## config.mk

```make
export PLATFORM = sky130hd
export DESIGN_NAME = irq_flag_priority_slice
export DESIGN_NICKNAME = d
export VERILOG_FILES = /design/src/irq_slice_pkg.sv /design/src/irq_flag_priority_slice.sv
export SDC_FILE = /design/constraint.sdc
export NUM_CORES = 1
export LEC_CHECK = 0
export BUFFER_PORTS_ARGS = -buffer_cell sky130_fd_sc_hd__buf_2
export CORE_MARGIN = 1.5
export CORE_UTILIZATION = 42
export DETAILED_ROUTE_END_ITERATION = 10
export HOLD_SLACK_MARGIN = 0.12
export PLACE_DENSITY_LB_ADDON = 0.2
export SLEW_MARGIN = 10
export SYNTH_ARGS = -nofsm -noshare
export SYNTH_HDL_FRONTEND = slang
export SYNTH_SLANG_ARGS = --single-unit
```

## constraint.sdc

```tcl
create_clock -name pclk -period 1.28 [get_ports pclk]
set_input_delay 0.192 -clock pclk [delete_from_list [all_inputs] [get_ports pclk]]
set_output_delay 0.192 -clock pclk [all_outputs]
set_load 0.02 [all_outputs]
```

## src/irq_slice_pkg.sv

```systemverilog
// shared constants for the interrupt flag and priority slice
package irq_slice_pkg;
  localparam int ADDR_W = 12;
  localparam logic [11:0] OFF_FLAG = 12'h000;
  localparam logic [11:0] OFF_LVL_CMP2_PWM = 12'h004;
  localparam logic [11:0] OFF_LVL_CMP34 = 12'h008;
  localparam logic [11:0] OFF_LVL_ADC25 = 12'h00C;
  localparam logic [11:0] OFF_LVL_ADC67 = 12'h010;
  localparam logic [11:0] OFF_IRQ_STAT = 12'h014;
  localparam logic [11:0] OFF_IRQ_EN = 12'h018;
  localparam logic [11:0] OFF_IRQ_CLR = 12'h01C;
  localparam logic [11:0] OFF_PEND = 12'h020;
  localparam int NUM_FLAGS = 7;
  localparam int NUM_LEVELS = 12;
  localparam int FLAG_SERIAL_ERR = 0;
  localparam int FLAG_SERIAL_EVT = 1;
  localparam int FLAG_CAN_RX = 2;
  localparam int FLAG_CAN_EVT = 3;
  localparam int FLAG_DMA3 = 4;
  localparam int FLAG_CAP3 = 5;
  localparam int FLAG_CAP4 = 6;
  localparam logic [6:0] FLAG_MASK = 7'h7F;
  localparam logic [6:0] CAN_FLAGS = 7'h0C;
  localparam logic [2:0] LEVEL_RESET = 3'h4;
  localparam logic [2:0] LEVEL_OFF = 3'h0;
  localparam int LEVEL_W = 3;
  localparam int FIELD3_POS = 12;
  localparam int FIELD2_POS = 8;
  localparam int FIELD1_POS = 4;
  localparam int FIELD0_POS = 0;
  localparam logic [15:0] LVL4_RESET = {4{1'b0, LEVEL_RESET}};
  localparam logic [15:0] LVL2_RESET = {8'h00, {2{1'b0, LEVEL_RESET}}};
  localparam logic [15:0] LVL4_MASK = 16'h7777;
  localparam logic [15:0] LVL2_MASK = 16'h0077;
  localparam int EVT_FLAG_SET = 0;
  localparam int EVT_BAD_ADDR = 1;
  localparam int NUM_EVT = 2;
endpackage

```

## src/irq_flag_priority_slice.sv

```systemverilog
// interrupt flag status and priority level registers with apb access
// Behaviour
// - a flag bit reads one once its source has raised a request.
// - capture channel 4 flag is bit 6 and channel 3 flag is bit 5.
// - dma channel 3 transfer done flag is bit 4.
// - can event flag is bit 3 and can receive event flag is bit 2.
// - without a can controller the can interrupts are never delivered.
// - unimplemented bits read zero and ignore writes.
// - level code 111 gives priority 7, the highest.
// - level code 001 gives priority 1, codes between map to their value.
// - level code 000 disables the source whatever its flag.
// - register 25 holds comparator 2, pulse gen 9, 8, 7 levels.
// - register 26 holds comparator 4 and 3 levels, upper byte unused.
// - register 28 holds conversion pair 5, 4, 3, 2 levels.
// - register 29 holds conversion pair 7 and 6 levels only.
`timescale 1ns/1ps
module irq_flag_priority_slice
  import irq_slice_pkg::*;
#(
  parameter bit HAS_CAN = 1'b1
)
(
  input wire logic pclk,
  input wire logic presetn,
  input wire logic clk_en,
  input wire logic psel,
  input wire logic penable,
  input wire logic pwrite,
  input wire logic [31:0] paddr,
  input wire logic [31:0] pwdata,
  input wire logic [3:0] pstrb,
  output logic [31:0] prdata,
  output logic pready,
  output logic pslverr,
  input wire logic [6:0] src_event,
  output logic [6:0] flag_out,
  output logic [6:0] service_req,
  output logic [2:0] comparator2_level,
  output logic [2:0] pulse_gen9_level,
  output logic [2:0] pulse_gen8_level,
  output logic [2:0] pulse_gen7_level,
  output logic [2:0] comparator4_level,
  output logic [2:0] comparator3_level,
  output logic [2:0] conv_pair5_level,
  output logic [2:0] conv_pair4_level,
  output logic [2:0] conv_pair3_level,
  output logic [2:0] conv_pair2_level,
  output logic [2:0] conv_pair7_level,
  output logic [2:0] conv_pair6_level,
  output logic irq
);

  logic [6:0] flag_q;
  logic [15:0] lvl25_q;
  logic [15:0] lvl26_q;
  logic [15:0] lvl28_q;
  logic [15:0] lvl29_q;
  logic [1:0] stat_q;
  logic [1:0] en_q;
  logic [31:0] prdata_q;
  logic pslverr_q;
  logic [6:0] avail;
  logic [6:0] lvl_nz;
  logic access;
  logic wr;
  logic rd;
  logic lo_lane;
  logic hi_lane;
  logic [11:0] addr;
  logic hit;
  logic [31:0] rdata;
  logic [6:0] flag_d;
  logic [1:0] evt;
  logic [15:0] wmask;
  logic [15:0] lvl25_d;
  logic [15:0] lvl26_d;
  logic [15:0] lvl28_d;
  logic [15:0] lvl29_d;
  logic [1:0] stat_d;
  logic [1:0] en_d;
  logic wr_flag;
  logic wr_lvl25;
  logic wr_lvl26;
  logic wr_lvl28;
  logic wr_lvl29;
  logic wr_en;
  logic wr_clr;

  assign addr = paddr[11:0];
  assign access = psel & penable & clk_en;
  assign wr = access & pwrite;
  assign rd = access & ~pwrite;
  assign lo_lane = pstrb[0];
  assign hi_lane = pstrb[1];
  assign wmask = {{8{hi_lane}}, {8{lo_lane}}};

  // one write strobe per writable register
  assign wr_flag = wr && (addr == OFF_FLAG) && lo_lane;
  assign wr_lvl25 = wr && (addr == OFF_LVL_CMP2_PWM);
  assign wr_lvl26 = wr && (addr == OFF_LVL_CMP34);
  assign wr_lvl28 = wr && (addr == OFF_LVL_ADC25);
  assign wr_lvl29 = wr && (addr == OFF_LVL_ADC67);
  assign wr_en = wr && (addr == OFF_IRQ_EN) && lo_lane;
  assign wr_clr = wr && (addr == OFF_IRQ_CLR) && lo_lane;

  // can sources are absent on builds without the controller
  assign avail = HAS_CAN ? FLAG_MASK : (FLAG_MASK & ~CAN_FLAGS);

  always_comb
  begin
    hit = 1'b1;
    rdata = 32'h0000_0000;
    case (addr)
      OFF_FLAG: rdata = {25'h0, flag_q};
      OFF_LVL_CMP2_PWM: rdata = {16'h0, lvl25_q};
      OFF_LVL_CMP34: rdata = {16'h0, lvl26_q};
      OFF_LVL_ADC25: rdata = {16'h0, lvl28_q};
      OFF_LVL_ADC67: rdata = {16'h0, lvl29_q};
      OFF_IRQ_STAT: rdata = {30'h0, stat_q};
      OFF_IRQ_EN: rdata = {30'h0, en_q};
      OFF_IRQ_CLR: rdata = 32'h0000_0000;
      OFF_PEND: rdata = {25'h0, service_req};
      default:
      begin
        hit = 1'b0;
        rdata = 32'h0000_0000;
      end
    endcase
  end

  // flag set by event or software one, cleared by software zero; set wins
  always_comb
  begin
    flag_d = flag_q;
    if (wr_flag)
    begin
      flag_d = pwdata[6:0];
    end
    flag_d = (flag_d | src_event) & avail;
  end

  always_ff @(posedge pclk or negedge presetn)
  begin
    if (!presetn)
    begin
      flag_q <= 7'h00;
    end
    else if (clk_en)
    begin
      flag_q <= flag_d;
    end
  end

  // level registers keep only implemented field bits
  always_comb
  begin
    lvl25_d = lvl25_q;
    if (wr_lvl25)
    begin
      lvl25_d = ((pwdata[15:0] & wmask) | (lvl25_q & ~wmask))
        & LVL4_MASK;
    end
  end

  always_ff @(posedge pclk or negedge presetn)
  begin
    if (!presetn)
    begin
      lvl25_q <= LVL4_RESET;
    end
    else if (clk_en)
    begin
      lvl25_q <= lvl25_d;
    end
  end

  always_comb
  begin
    lvl26_d = lvl26_q;
    if (wr_lvl26)
    begin
      lvl26_d = ((pwdata[15:0] & wmask) | (lvl26_q & ~wmask))
        & LVL2_MASK;
    end
  end

  always_ff @(posedge pclk or negedge presetn)
  begin
    if (!presetn)
    begin
      lvl26_q <= LVL2_RESET;
    end
    else if (clk_en)
    begin
      lvl26_q <= lvl26_d;
    end
  end

  always_comb
  begin
    lvl28_d = lvl28_q;
    if (wr_lvl28)
    begin
      lvl28_d = ((pwdata[15:0] & wmask) | (lvl28_q & ~wmask))
        & LVL4_MASK;
    end
  end

  always_ff @(posedge pclk or negedge presetn)
  begin
    if (!presetn)
    begin
      lvl28_q <= LVL4_RESET;
    end
    else if (clk_en)
    begin
      lvl28_q <= lvl28_d;
    end
  end

  always_comb
  begin
    lvl29_d = lvl29_q;
    if (wr_lvl29)
    begin
      lvl29_d = ((pwdata[15:0] & wmask) | (lvl29_q & ~wmask))
        & LVL2_MASK;
    end
  end

  always_ff @(posedge pclk or negedge presetn)
  begin
    if (!presetn)
    begin
      lvl29_q <= LVL2_RESET;
    end
    else if (clk_en)
    begin
      lvl29_q <= lvl29_d;
    end
  end

  assign comparator2_level = lvl25_q[FIELD3_POS +: LEVEL_W];
  assign pulse_gen9_level = lvl25_q[FIELD2_POS +: LEVEL_W];
  assign pulse_gen8_level = lvl25_q[FIELD1_POS +: LEVEL_W];
  assign pulse_gen7_level = lvl25_q[FIELD0_POS +: LEVEL_W];
  assign comparator4_level = lvl26_q[FIELD1_POS +: LEVEL_W];
  assign comparator3_level = lvl26_q[FIELD0_POS +: LEVEL_W];
  assign conv_pair5_level = lvl28_q[FIELD3_POS +: LEVEL_W];
  assign conv_pair4_level = lvl28_q[FIELD2_POS +: LEVEL_W];
  assign conv_pair3_level = lvl28_q[FIELD1_POS +: LEVEL_W];
  assign conv_pair2_level = lvl28_q[FIELD0_POS +: LEVEL_W];
  assign conv_pair7_level = lvl29_q[FIELD1_POS +: LEVEL_W];
  assign conv_pair6_level = lvl29_q[FIELD0_POS +: LEVEL_W];

  // flag sources have their level fields elsewhere; a nonzero field of
  // this slice gates requests: sources map to the first seven fields
  assign lvl_nz[0] = comparator2_level != LEVEL_OFF;
  assign lvl_nz[1] = pulse_gen9_level != LEVEL_OFF;
  assign lvl_nz[2] = pulse_gen8_level != LEVEL_OFF;
  assign lvl_nz[3] = pulse_gen7_level != LEVEL_OFF;
  assign lvl_nz[4] = comparator4_level != LEVEL_OFF;
  assign lvl_nz[5] = comparator3_level != LEVEL_OFF;
  assign lvl_nz[6] = conv_pair5_level != LEVEL_OFF;

  // levels 1 to 7 pass their code unchanged as priority
  assign service_req = flag_q & lvl_nz & avail;
  assign flag_out = flag_q;

  // controller events
  assign evt[EVT_FLAG_SET] = |(flag_d & ~flag_q);
  assign evt[EVT_BAD_ADDR] = access & ~hit;

  // enable register
  always_comb
  begin
    en_d = en_q;
    if (wr_en)
    begin
      en_d = pwdata[1:0];
    end
  end

  always_ff @(posedge pclk or negedge presetn)
  begin
    if (!presetn)
    begin
      en_q <= 2'h0;
    end
    else if (clk_en)
    begin
      en_q <= en_d;
    end
  end

  // sticky status, an event in the clearing cycle wins
  always_comb
  begin
    stat_d = stat_q;
    if (wr_clr)
    begin
      stat_d = stat_q & ~pwdata[1:0];
    end
    stat_d = stat_d | evt;
  end

  always_ff @(posedge pclk or negedge presetn)
  begin
    if (!presetn)
    begin
      stat_q <= 2'h0;
    end
    else if (clk_en)
    begin
      stat_q <= stat_d;
    end
  end

  assign irq = |(stat_q & en_q);

  // read data and error are registered at the setup edge, while penable is still low
  always_ff @(posedge pclk or negedge presetn)
  begin
    if (!presetn)
    begin
      prdata_q <= 32'h0000_0000;
      pslverr_q <= 1'b0;
    end
    else if (clk_en)
    begin
      if (psel && !penable)
      begin
        prdata_q <= pwrite ? 32'h0000_0000 : rdata;
        pslverr_q <= ~hit;
      end
    end
  end

  assign pready = clk_en;
  assign prdata = rd ? prdata_q : 32'h0000_0000;
  assign pslverr = access & pslverr_q;

endmodule // irq_flag_priority_slice

```

==> results of run 1 <==
## cell usage after synthesis, types with 3 or more instances
cell       n
dfrtp_1   49
mux2_2    39
nand2_1   25
buf_4     21
o21ai_0   21
and2_1    15
mux2i_1   14
a21oi_1   13
nor2_1    13
dfstp_2   12
inv_1     12
nor3_1     9
a211oi_1   6
nor2b_1    6
nor4_1     5
a22oi_1    4
buf_2      4
nand4_1    4
clkbuf_1   3
clkbuf_8   3
nand2b_1   3
o22ai_1    3
o31a_1     3
## power groups by stage
stage                     registers, µW  clock network, µW  logic (µW)
after floorplan                    1970                  0         245
after global placement             1970                  0         468
after detailed placement           1970                  0         473
after CTS                          1930               1780         533
after global routing               1930               1890         618
final                              1930               1790         588
## logic make-up after synthesis
group / after synthesis
and+or+nand+nor: 105
buffers and inverters: 45
muxes: 54
other: 1
DFF: 61
AOI/OAI and AO/OA: 63
## how the worst min path moves through the flow
stage	start	endpoint	slack (ns)
floorplan	presetn	asynchronous set/reset pin	-0.10
global placement	presetn	prdata_q[2]$_DFFE_PN0P_	0.23
detailed placement	presetn	prdata_q[0]$_DFFE_PN0P_	0.23
CTS	src_event[6]	flag_out[6]$_DFFE_PN0P_	0.13
global route	src_event[5]	flag_out[5]$_DFFE_PN0P_	0.15
finish	src_event[1]	flag_out[1]$_DFFE_PN0P_	0.15
## area by class of cell
| type | instances | area [µm²] |
|---|---|---|
| Multi-Input combinational cell | 243 | 2280 |
| Fill cell | 507 | 1990 |
| Timing Repair Buffer | 233 | 1930 |
| Sequential cell | 61 | 1550 |
| Clock buffer | 11 | 141 |
| Tap cell | 105 | 131 |
| Clock inverter | 5 | 58.8 |
| Inverter | 13 | 48.8 |
## timing repair
action | CTS | global route
buffers inserted | 20 | 14
pin swaps | 39 | 33
hold buffers | 9 | 1
resized for setup | 121 | 100
gates cloned | 3 | 0
endpoints found under the setup margin | 81 | 101
endpoints found under the hold margin | 63 | 1
## stage by stage
step | cells | power, µW | setup slack, ns | util | setup TNS, ns
after global routing | 671 | 4440 | -0.281 | 0.755 | -10.97
after global placement | 613 | 2430 | -0.549 | 0.590 | -31.64
after CTS | 659 | 4240 | -0.258 | 0.701 | -4.49
after detailed placement | 613 | 2440 | -0.601 | 0.590 | -34.20
final | 671 | 4300 | -0.260 | 0.755 | -7.82
after floorplan | 347 | 2210 | -0.399 | - | -12.17
## layer usage
metal,GRT usage,vias to the layer above,share of wire
met4,0.122,0,0.041
met2,0.464,216,0.49
li1,-,1616,-
met3,0.0647,51,0.075
met5,0,-,0
met1,0.385,1823,0.39
## critical path: stages (launching register included)
cell and delay [ns]:
dfstp_2 0.58, buf_4 0.13, mux2i_1 0.07, o21ai_0 0.23, o21ai_0 0.16, buf_4 0.17
o21ai_2 0.12
==> metrics.md, run 1 <==
| Metric | Value |
|---|---|
| Hold WC Path Type | in2reg |
| Vias per cell | 5.52 |
| Clock power share | 0.415 |
| Final setup fails | 82 |
| # rows | 33 |
| DR iter-0 viols | 280 |
| Asr flop ratio synth | 1.00 |
| Worst-Skew Late Latency | 0.36 ns |
| Share of layout cells above drive strength 1 | 0.673 |
| Hold Path Depth | 3 |
| Yosys reg bits | 61 |
| Cells after Synth | 329 |
| VDD IR max | 0.699 mV |
| P_leak | 0.00297 µW |
| Final Cell Area | 6140 µm² |
| First-pass GRT wire length | 19000 µm |
| Reg-to-reg slack, setup | -0.26 ns |
| Distinct cell type count after synthesis | 54 |
| Synth Area in Compound Gates | 0.121 |
| Fin crit share | 1.20 |
| Leading cell type in the layout, fill and taps excluded | buf_4 |
| Element type at the critical path start | flop |
| Wirelength per Cell | 20.7 µm |
| Antenna Nets Post-Route | 0 |
| Ranking of synthesized cells by area | dfrtp_1, mux2_2, dfstp_2 |
| Arr. time, crit path | 1.82 ns |
| NetSw | 1180 µW |
| Num CTS Buffers | 9 |
| Syn_area_per_cell | 10.6 µm² |
| CP max FO | 3 |
| Gate power share | 0.137 |
| Max_cap viols | 0 |
| RSZ-0062 raised after global routing | true |
| HPWL Detailed | 8610 µm |
| Clk_skew | 0.00972 ns |
| Clock slew at reported path FFs | 0.08 ns |
| Buffers added on ports | 105 |
| IO Count | 166 |
| Synth Area in XOR/XNOR | 0 |
| Worst EP required | 1.56 ns |
| Die Y | 94.3 µm |
| Die span in x | 94.3 µm |
| Final Worst Setup Slack | -0.260 ns |
| Setup CP Type | reg2reg |
| Fin Hold WS | 0.153 ns |
| CTS H-tree lvls | 3 |
| Placed cell areas | 4800 µm² |
| Largest family of logic cells by synthesized area | simple AND/OR/NAND/NOR gates |
| Worst setup EP type | flop |
| Post-Synth Adder-Cell Area | 0 |
| Final Wtd Congestion | 0.897 |
| Synthesized area | 3500 µm² |
| Outcome | finished with violations |
| Antenna fix cells | 0 |
| Final wirelength | 13900 µm |
| Post-synth top area cell | dfrtp_1 |
| Mux share of post-synthesis cell area | 0.172 |
| Reg-to-Reg End | prdata_q[6]$_DFFE_PN0P_ |
| CTS tree | built |
| Period minus WS final | 1.54 ns |
| Initial Utilization | 0.431 |
| Sequential element share of the synthesized area | 0.440 |
| Core area | 8130 µm² |
| FMAX | 0.649 GHz |
| Yosys top cell area share | 0.350 |
| PwrDens | 701 nW/µm² |
| Simple-Gate Fraction of Synth Area | 0.185 |
| Count of flip-flops with a built-in enable after synthesis | 0 |
| Slew Viols, Final | 0 |
| Total congestion overflow | 0 |
| Critical path endpoint | prdata_q[6]$_DFFE_PN0P_ |
| R2R cell count | 6 |
| Vias in the first global route | 3517 |
| Largest net degree at the start of global routing | 62 |
| Area Growth Syn to Fin | 75.3% |
| CTS Sinks | 61 |
| Seq pwr share | 0.448 |
| Net Sw Frac | 0.275 |
| CTS root buffer | clkbuf_8 |
| DR vias | 3706 |
| Initial antenna violation count | 0 |
| Max clock buf depth | 2 |
| Detailed Routing Iterations Pass 1 | 7 |
| Commonest cells after routing, fill and taps aside | buf_4, buf_6, buf_2 |
| GRT Overall Usage | 0.292 |
| Die area | 8900 µm² |
| Synth Warn # | 0 |
| P_int | 3120 µW |
| Fin. Hold Viols | 0 |
| Final #Nets | 642 |
| Commonest register cell after synthesis | dfrtp_1 |
| Violated checks | negative setup slack |
| DRC Markers | 0 |
No activity file was read; power rests on OpenSTA's default activity.
==> run 2: changes to the inputs <==
--- a/config.mk
+++ b/config.mk
@@ -5,12 +5,12 @@
 export SDC_FILE = /design/constraint.sdc
 export NUM_CORES = 1
 export LEC_CHECK = 0
-export BUFFER_PORTS_ARGS = -buffer_cell sky130_fd_sc_hd__buf_2
+export BUFFER_PORTS_ARGS = -buffer_cell sky130_fd_sc_hd__clkbuf_2
 export CORE_MARGIN = 1.5
 export CORE_UTILIZATION = 42
 export DETAILED_ROUTE_END_ITERATION = 10
 export HOLD_SLACK_MARGIN = 0.12
-export PLACE_DENSITY_LB_ADDON = 0.2
+export PLACE_DENSITY_LB_ADDON = 0.05
 export SLEW_MARGIN = 10
 export SYNTH_ARGS = -nofsm -noshare
 export SYNTH_HDL_FRONTEND = slang
==> run 2 against run 1 <==
Effect of this change: the flow still finishes with violations (negative setup slack); first-iteration DRC count shrank 41%; critical path type is now reg2out; final cell count rose by 0.15%; non-clock buffer count rose by 1; global-route usage fell by 1.1 points; cell area increased by 1.1%; fmax increased by 0.96%; clock-buffer cell count fell by 2; critical endpoint is now service_req[4]; largest cell class unchanged; sequential power hardly changed.
==> metrics.md, run 2 (synthesized netlist as in run 1, its figures left out) <==
| Metric | Value |
|---|---|
| Outcome | finished with violations |
| Violated checks | negative setup slack |
| Detailed Routing Iterations Pass 1 | 4 (-3) |
| Core area | 8130 µm² (unchanged) |
| Final Wtd Congestion | 0.894 (-0.33%) |
| Initial Utilization | 0.431 (unchanged) |
| Setup CP Type | reg2out |
| Largest stage delay, worst path | 0.41 ns (-0.17 ns) |
| VDD IR max | 0.652 mV (-6.8%) |
| First-pass GRT wire length | 18600 µm (-2.4%) |
| Max clock buf depth | 2 (unchanged) |
| Worst EP required | 1.09 ns (-0.47 ns) |
| Crit path top cell by count | buf_4 |
| Max_cap viols | 0 (unchanged) |
| CTS H-tree lvls | 3 (unchanged) |
| CP cell instances | buf_4 > inv_1 > nor2_2 > buf_4 > buf_8 |
| Worst-Skew Late Latency | 0.35 ns (about the same) |
| Fillers | 551 (+8.7%) |
| DR vias | 3524 (-4.9%) |
| Hold Path End | flag_out[2]$_DFFE_PN0P_ |
| Final Worst Setup Slack | -0.245 ns (+0.0147 ns) |
| Leading cell type in the layout, fill and taps excluded | buf_4 |
| CP max FO | 4 (+1) |
| Fin Hold WS | 0.152 ns (-0.00108 ns) |
| DRC Markers | 0 (unchanged) |
| Final setup fails | 77 (-6.1%) |
| Clk_skew | 0.0103 ns (+0.000611 ns) |
| Reg-to-Reg End | prdata_q[4]$_DFFE_PN0P_ |
| Slowest CP cell | dfrtp_2 |
| Largest net degree at the start of global routing | 62 (unchanged) |
| FMAX | 0.656 GHz (+0.96%) |
| Final #Nets | 643 (+0.16%) |
| RSZ-0062 raised after global routing | true |
| Initial antenna violation count | 0 (unchanged) |
| Final wirelength | 12600 µm (-9.5%) |
| Clock slew at reported path FFs | 0.08 ns (about the same) |
| Antenna fix cells | 0 (unchanged) |
| Die Y | 94.3 µm (unchanged) |
| Arr. time, crit path | 1.33 ns (-0.49 ns) |
| Setup TNS | -6.71 ns (+1.11 ns) |
| Num CTS Buffers | 9 (unchanged) |
| HPWL Detailed | 8570 µm (-0.53%) |
| Post-Route Utilization | 0.763 (+0.00846) |
| CTS Sinks | 61 (unchanged) |
| Vias per cell | 5.24 (-5.1%) |
| CTS root buffer | clkbuf_8 |
| Area Growth Syn to Fin | 77.3% |
| IO Count | 166 (unchanged) |
| Wirelength per Cell | 18.7 µm (-9.7%) |
| Fin crit share | 1.19 (-0.0115) |
| CTS tree | built |
| Die area | 8900 µm² (unchanged) |
| Period minus WS final | 1.53 ns (-0.0147 ns) |
| Commonest cells after routing, fill and taps aside | buf_4, clkbuf_2, buf_6 |
| Hold Path Depth | 3 (unchanged) |
| Hold wc startpoint | src_event[2] |
| Total congestion overflow | 0 (unchanged) |
| # rows | 33 (unchanged) |
| R2R cell count | 6 (unchanged) |
| DR iter-0 viols | 166 (-41%) |
| Total Power | 4410 µW (+2.6%) |
| GRT Overall Usage | 0.282 (-0.0105) |
| Slew Viols, Final | 0 (unchanged) |
| Element type at the critical path start | flop |
| Reg-to-reg slack, setup | -0.21 ns (+0.05 ns) |
| Fin. Hold Viols | 0 (unchanged) |
| Die span in x | 94.3 µm (unchanged) |
| Worst setup EP type | primary output |
| Share of layout cells above drive strength 1 | 0.686 (+0.0129) |
| Antenna Nets Post-Route | 0 (unchanged) |
| Buffers added on ports | 105 (unchanged) |
| Hold WC Path Type | in2reg |
| P_leak | 0.00298 µW (+0.45%) |
| Vias in the first global route | 3490 (-0.77%) |
| PwrDens | 711 nW/µm² (+1.4%) |
==> run 2: cell types whose count changed in the layout (fill, tap and decap cells not counted), moves of 6 or more <==
cell      before  now
clkbuf_2       0   60
and2_4        15    9
buf_6         67   46
buf_2         58    2
buf_8          2   25
and2_1         1    7
==> run 2: worst max-delay path, delay by kind of cell, from the launching register on <==
kind,cells,cell delay [ns]
buf+inv,4,0.52
flops,1,0.41
simple gates,1,0.06
==> run 2: worst max path at each step <==
stage	from	endpoint	slack, ns	cells after the start
final	flag_out[4]$_DFFE_PN0P_	service_req[4]	-0.25	5
after global routing	flop	service_req[5]	-0.29	4
after CTS	flop	service_req[5]	-0.26	4
after detailed placement	paddr[7]	flop	-0.58	7
after global placement	paddr[7]	flop	-0.55	7
after floorplan	paddr[7]	flop	-0.40	5
==> run 2: report_power, final <==
part	internal (µW)	switching, µW
logic	223	329
clock network	1100	832
registers	1930	0.735
==> run 2: metrics by stage <==
stage / setup slack (ns) / cell area, µm² / std cells
6_report: -0.245 / 6210 / 672
5_1_grt: -0.294 / 6210 / 672
4_1_cts: -0.263 / 5820 / 658
3_5_place_dp: -0.577 / 4770 / 609
3_3_place_gp: -0.548 / 4770 / 609
2_1_floorplan: -0.399 / 3720 / 347
==> run 2: metal layers <==
| metal | track usage | share of wire | routed length, µm |
|---|---|---|---|
| met2 | 0.463 | 0.51 | 6350 |
| met4 | 0.107 | 0.020 | 246 |
| met1 | 0.376 | 0.43 | 5350 |
| met5 | 0 | 0 | 0 |
| met3 | 0.0405 | 0.049 | 615 |
==> run 2: final cells by class <==
cell class	count	area (µm²)	area share
clock buffer	9	124	0.0199
clock inverter	7	97.6	0.0157
inverter	13	48.8	0.00786
multi-input combinational	243	2250	0.363
sequential	61	1550	0.249
tap	105	131	0.0212
timing repair buffer	234	2010	0.323
==> run 2: timing repair <==
item	CTS	global route
gates resized for setup	137	115
setup buffers	26	17
endpoints found under the setup margin	91	100
pin swaps	43	34
endpoints found under the hold margin	62	0
hold buffers	8	0
cloned	2	0
==> run 3: changes to the inputs <==
--- a/config.mk
+++ b/config.mk
@@ -6,8 +6,8 @@
 export NUM_CORES = 1
 export LEC_CHECK = 0
 export BUFFER_PORTS_ARGS = -buffer_cell sky130_fd_sc_hd__clkbuf_2
-export CORE_MARGIN = 1.5
-export CORE_UTILIZATION = 42
+export CORE_MARGIN = 1
+export CORE_UTILIZATION = 47
 export DETAILED_ROUTE_END_ITERATION = 10
 export HOLD_SLACK_MARGIN = 0.12
 export PLACE_DENSITY_LB_ADDON = 0.05
==> constraint.sdc (replaced) <==
create_clock -name pclk -period 1.72 [get_ports pclk]
set_input_delay 0.258 -clock pclk [delete_from_list [all_inputs] [get_ports pclk]]
set_output_delay 0.258 -clock pclk [all_outputs]
set_load 0.02 [all_outputs]
==> run 3 against run 2 <==
Effect of this change: clock-buffer cell count up 1; clock power down 25%; highest routed layer unchanged; non-clock buffer count down 85; register-to-register slack better by 0.44 ns; global-route usage down 2.5 points; via count down 14%; clock skew down 0.0029 ns; the run now ends clean; total power down 28%; critical path depth down 2.
==> metrics.md, run 3 (synthesized netlist as in run 1, its figures left out) <==
| Metric | Value |
|---|---|
| Outcome | completed |
| Die span in x | 88.3 µm (-6.4%) |
| Largest stage delay, worst path | 0.56 ns (+0.15 ns) |
| CTS root buffer | clkbuf_8 |
| VDD IR max | 0.469 mV (-28%) |
| Total Power | 3190 µW (-28%) |
| Post-Route Utilization | 0.633 (-0.130) |
| Max_cap viols | 0 (unchanged) |
| Leading cell type in the layout, fill and taps excluded | clkbuf_2 |
| Buffers added on ports | 105 (unchanged) |
| Element type at the critical path start | flop |
| Largest net degree at the start of global routing | 62 (unchanged) |
| Worst EP required | 1.46 ns (+0.37 ns) |
| First-pass GRT wire length | 14500 µm (-22%) |
| FMAX | 0.609 GHz |
| Commonest cells after routing, fill and taps aside | clkbuf_2, dfrtp_1, buf_4 |
| Final #Nets | 556 (-14%) |
| Worst setup EP type | primary output |
| Vias per cell | 5.25 (about the same) |
| Wirelength per Cell | 16.6 µm (-11%) |
| Core area | 7210 µm² (-11%) |
| Clk_skew | 0.00745 ns (-0.00288 ns) |
| Arr. time, crit path | 1.38 ns (+0.05 ns) |
| DR iter-0 viols | 192 (+16%) |
| Antenna Nets Post-Route | 0 (unchanged) |
| Slowest CP cell | dfstp_2 |
| Num CTS Buffers | 9 (unchanged) |
| Final Wtd Congestion | 0.985 (+10%) |
| Final setup fails | 0 (-100%) |
| HPWL Detailed | 7520 µm (-12%) |
| DRC Markers | 0 (unchanged) |
| Vias in the first global route | 2743 (-21%) |
| Antenna fix cells | 0 (unchanged) |
| Initial antenna violation count | 0 (unchanged) |
| CP cell instances | nor3_1 > nor2_1 > clkbuf_2 |
| Total congestion overflow | 0 (unchanged) |
| Fin crit share | 0.954 |
| GRT Overall Usage | 0.257 (-0.0246) |
| CTS Sinks | 61 (unchanged) |
| CTS H-tree lvls | 3 (unchanged) |
| Die Y | 88.3 µm (-6.4%) |
| Setup CP Type | reg2out |
| Slew Viols, Final | 0 (unchanged) |
| Setup bufs post-CTS | 0 (-100%) |
| P_leak | 0.00233 µW (-22%) |
| CTS tree | built |
| RSZ-0062 raised after global routing | false |
| Fin. Hold Viols | 0 (unchanged) |
| Clock slew at reported path FFs | 0.07 ns (about the same) |
| PwrDens | 699 nW/µm² (-1.7%) |
| Max clock buf depth | 2 (unchanged) |
| CP max FO | 4 (unchanged) |
| # rows | 31 (-6.1%) |
| Worst-Skew Late Latency | 0.34 ns (about the same) |
| IO Count | 166 (unchanged) |
| Period minus WS final | 1.64 ns |
| Area Growth Syn to Fin | 30.4% |
| Final wirelength | 9590 µm (-24%) |
| DR vias | 3038 (-14%) |
| Initial Utilization | 0.485 (+0.0549) |
| Hold WC Path Type | in2reg |
| Die area | 7800 µm² (-12%) |
| Detailed Routing Iterations Pass 1 | 4 (unchanged) |
| Share of layout cells above drive strength 1 | 0.494 (-0.192) |
==> run 3: cell count changes in the layout (fill, tap and decap cells not counted), moves of 10 or more <==
cell      previous run  this run
clkbuf_2            60       105
buf_8               25         0
mux2_4              33         0
buf_6               46         0
buf_4               90        42
o21ai_2             10         0
o21ai_0              2        21
mux2_2               6        39
==> run 3: final timing paths <==
| path | start | endpoint | slack, ns | cells after the start |
|---|---|---|---|---|
| max | flop | service_req[4] | 0.08 | 3 |
| min | pwdata[10] | flop | 0.16 | 2 |
| max reg2reg | flop | prdata_q[4]$_DFFE_PN0P_ | 0.23 | 5 |
| min reg2reg | prdata_q[8]$_DFFE_PN0P_ | prdata_q[8]$_DFFE_PN0P_ | 0.47 | 2 |
| max in group asynchronous | presetn | asynchronous set/reset pin | 0.93 | 3 |
| min in group asynchronous | presetn | asynchronous set/reset pin | 0.46 | 3 |
==> run 3: area by class of cell <==
| cell class | instances | area (µm²) |
|---|---|---|
| fill | 654 | 2650 |
| multi-input combinational | 241 | 1760 |
| sequential | 61 | 1540 |
| timing repair buffer | 149 | 871 |
| clock buffer | 10 | 138 |
| tap | 99 | 124 |
| clock inverter | 6 | 86.3 |
| inverter | 13 | 48.8 |
==> run 3: timing repair <==
item / CTS / global route
endpoints found under the hold margin: 49 / 0
endpoints found under the setup margin: 0 / 12
hold buffers: 1 / 0
gates resized for setup: 0 / 2
==> run 3: critical path, delay by kind of cell (launching register included) <==
| kind | cells | cell delay, ns |
|---|---|---|
| AND/OR/NAND/NOR | 2 | 0.25 |
| flip-flops | 1 | 0.56 |
| buffers and inverters | 1 | 0.23 |
==> run 3: metal layers <==
metal  vias to the layer above  share of wire  GRT usage
li1                       1441              -          -
met1                      1461           0.47      0.379
met2                       126           0.46      0.382
met3                        10          0.056     0.0392
met4                         0          0.014     0.0982
met5                         -              0          0
==> run 3: where the power goes <==
part | internal (µW) | switching (µW)
registers | 1440 | 0.486
logic | 108 | 197
clock network | 852 | 598
==> run 3: stage by stage <==
| stage | setup slack (ns) | hold WS [ns] | std cells | TNS [ns] | area [µm²] |
|---|---|---|---|---|---|
| finish | 0.0785 | 0.160 | 579 | 0 | 4570 |
| global placement | -0.205 | 0.296 | 562 | -6.19 | 4320 |
| floorplan | -0.0255 | -0.0376 | 347 | -0.102 | 3570 |
| detailed placement | -0.245 | 0.302 | 562 | -7.38 | 4320 |
| global route | 0.0117 | 0.146 | 579 | 0 | 4570 |
| CTS | 0.0257 | 0.143 | 579 | 0 | 4550 |
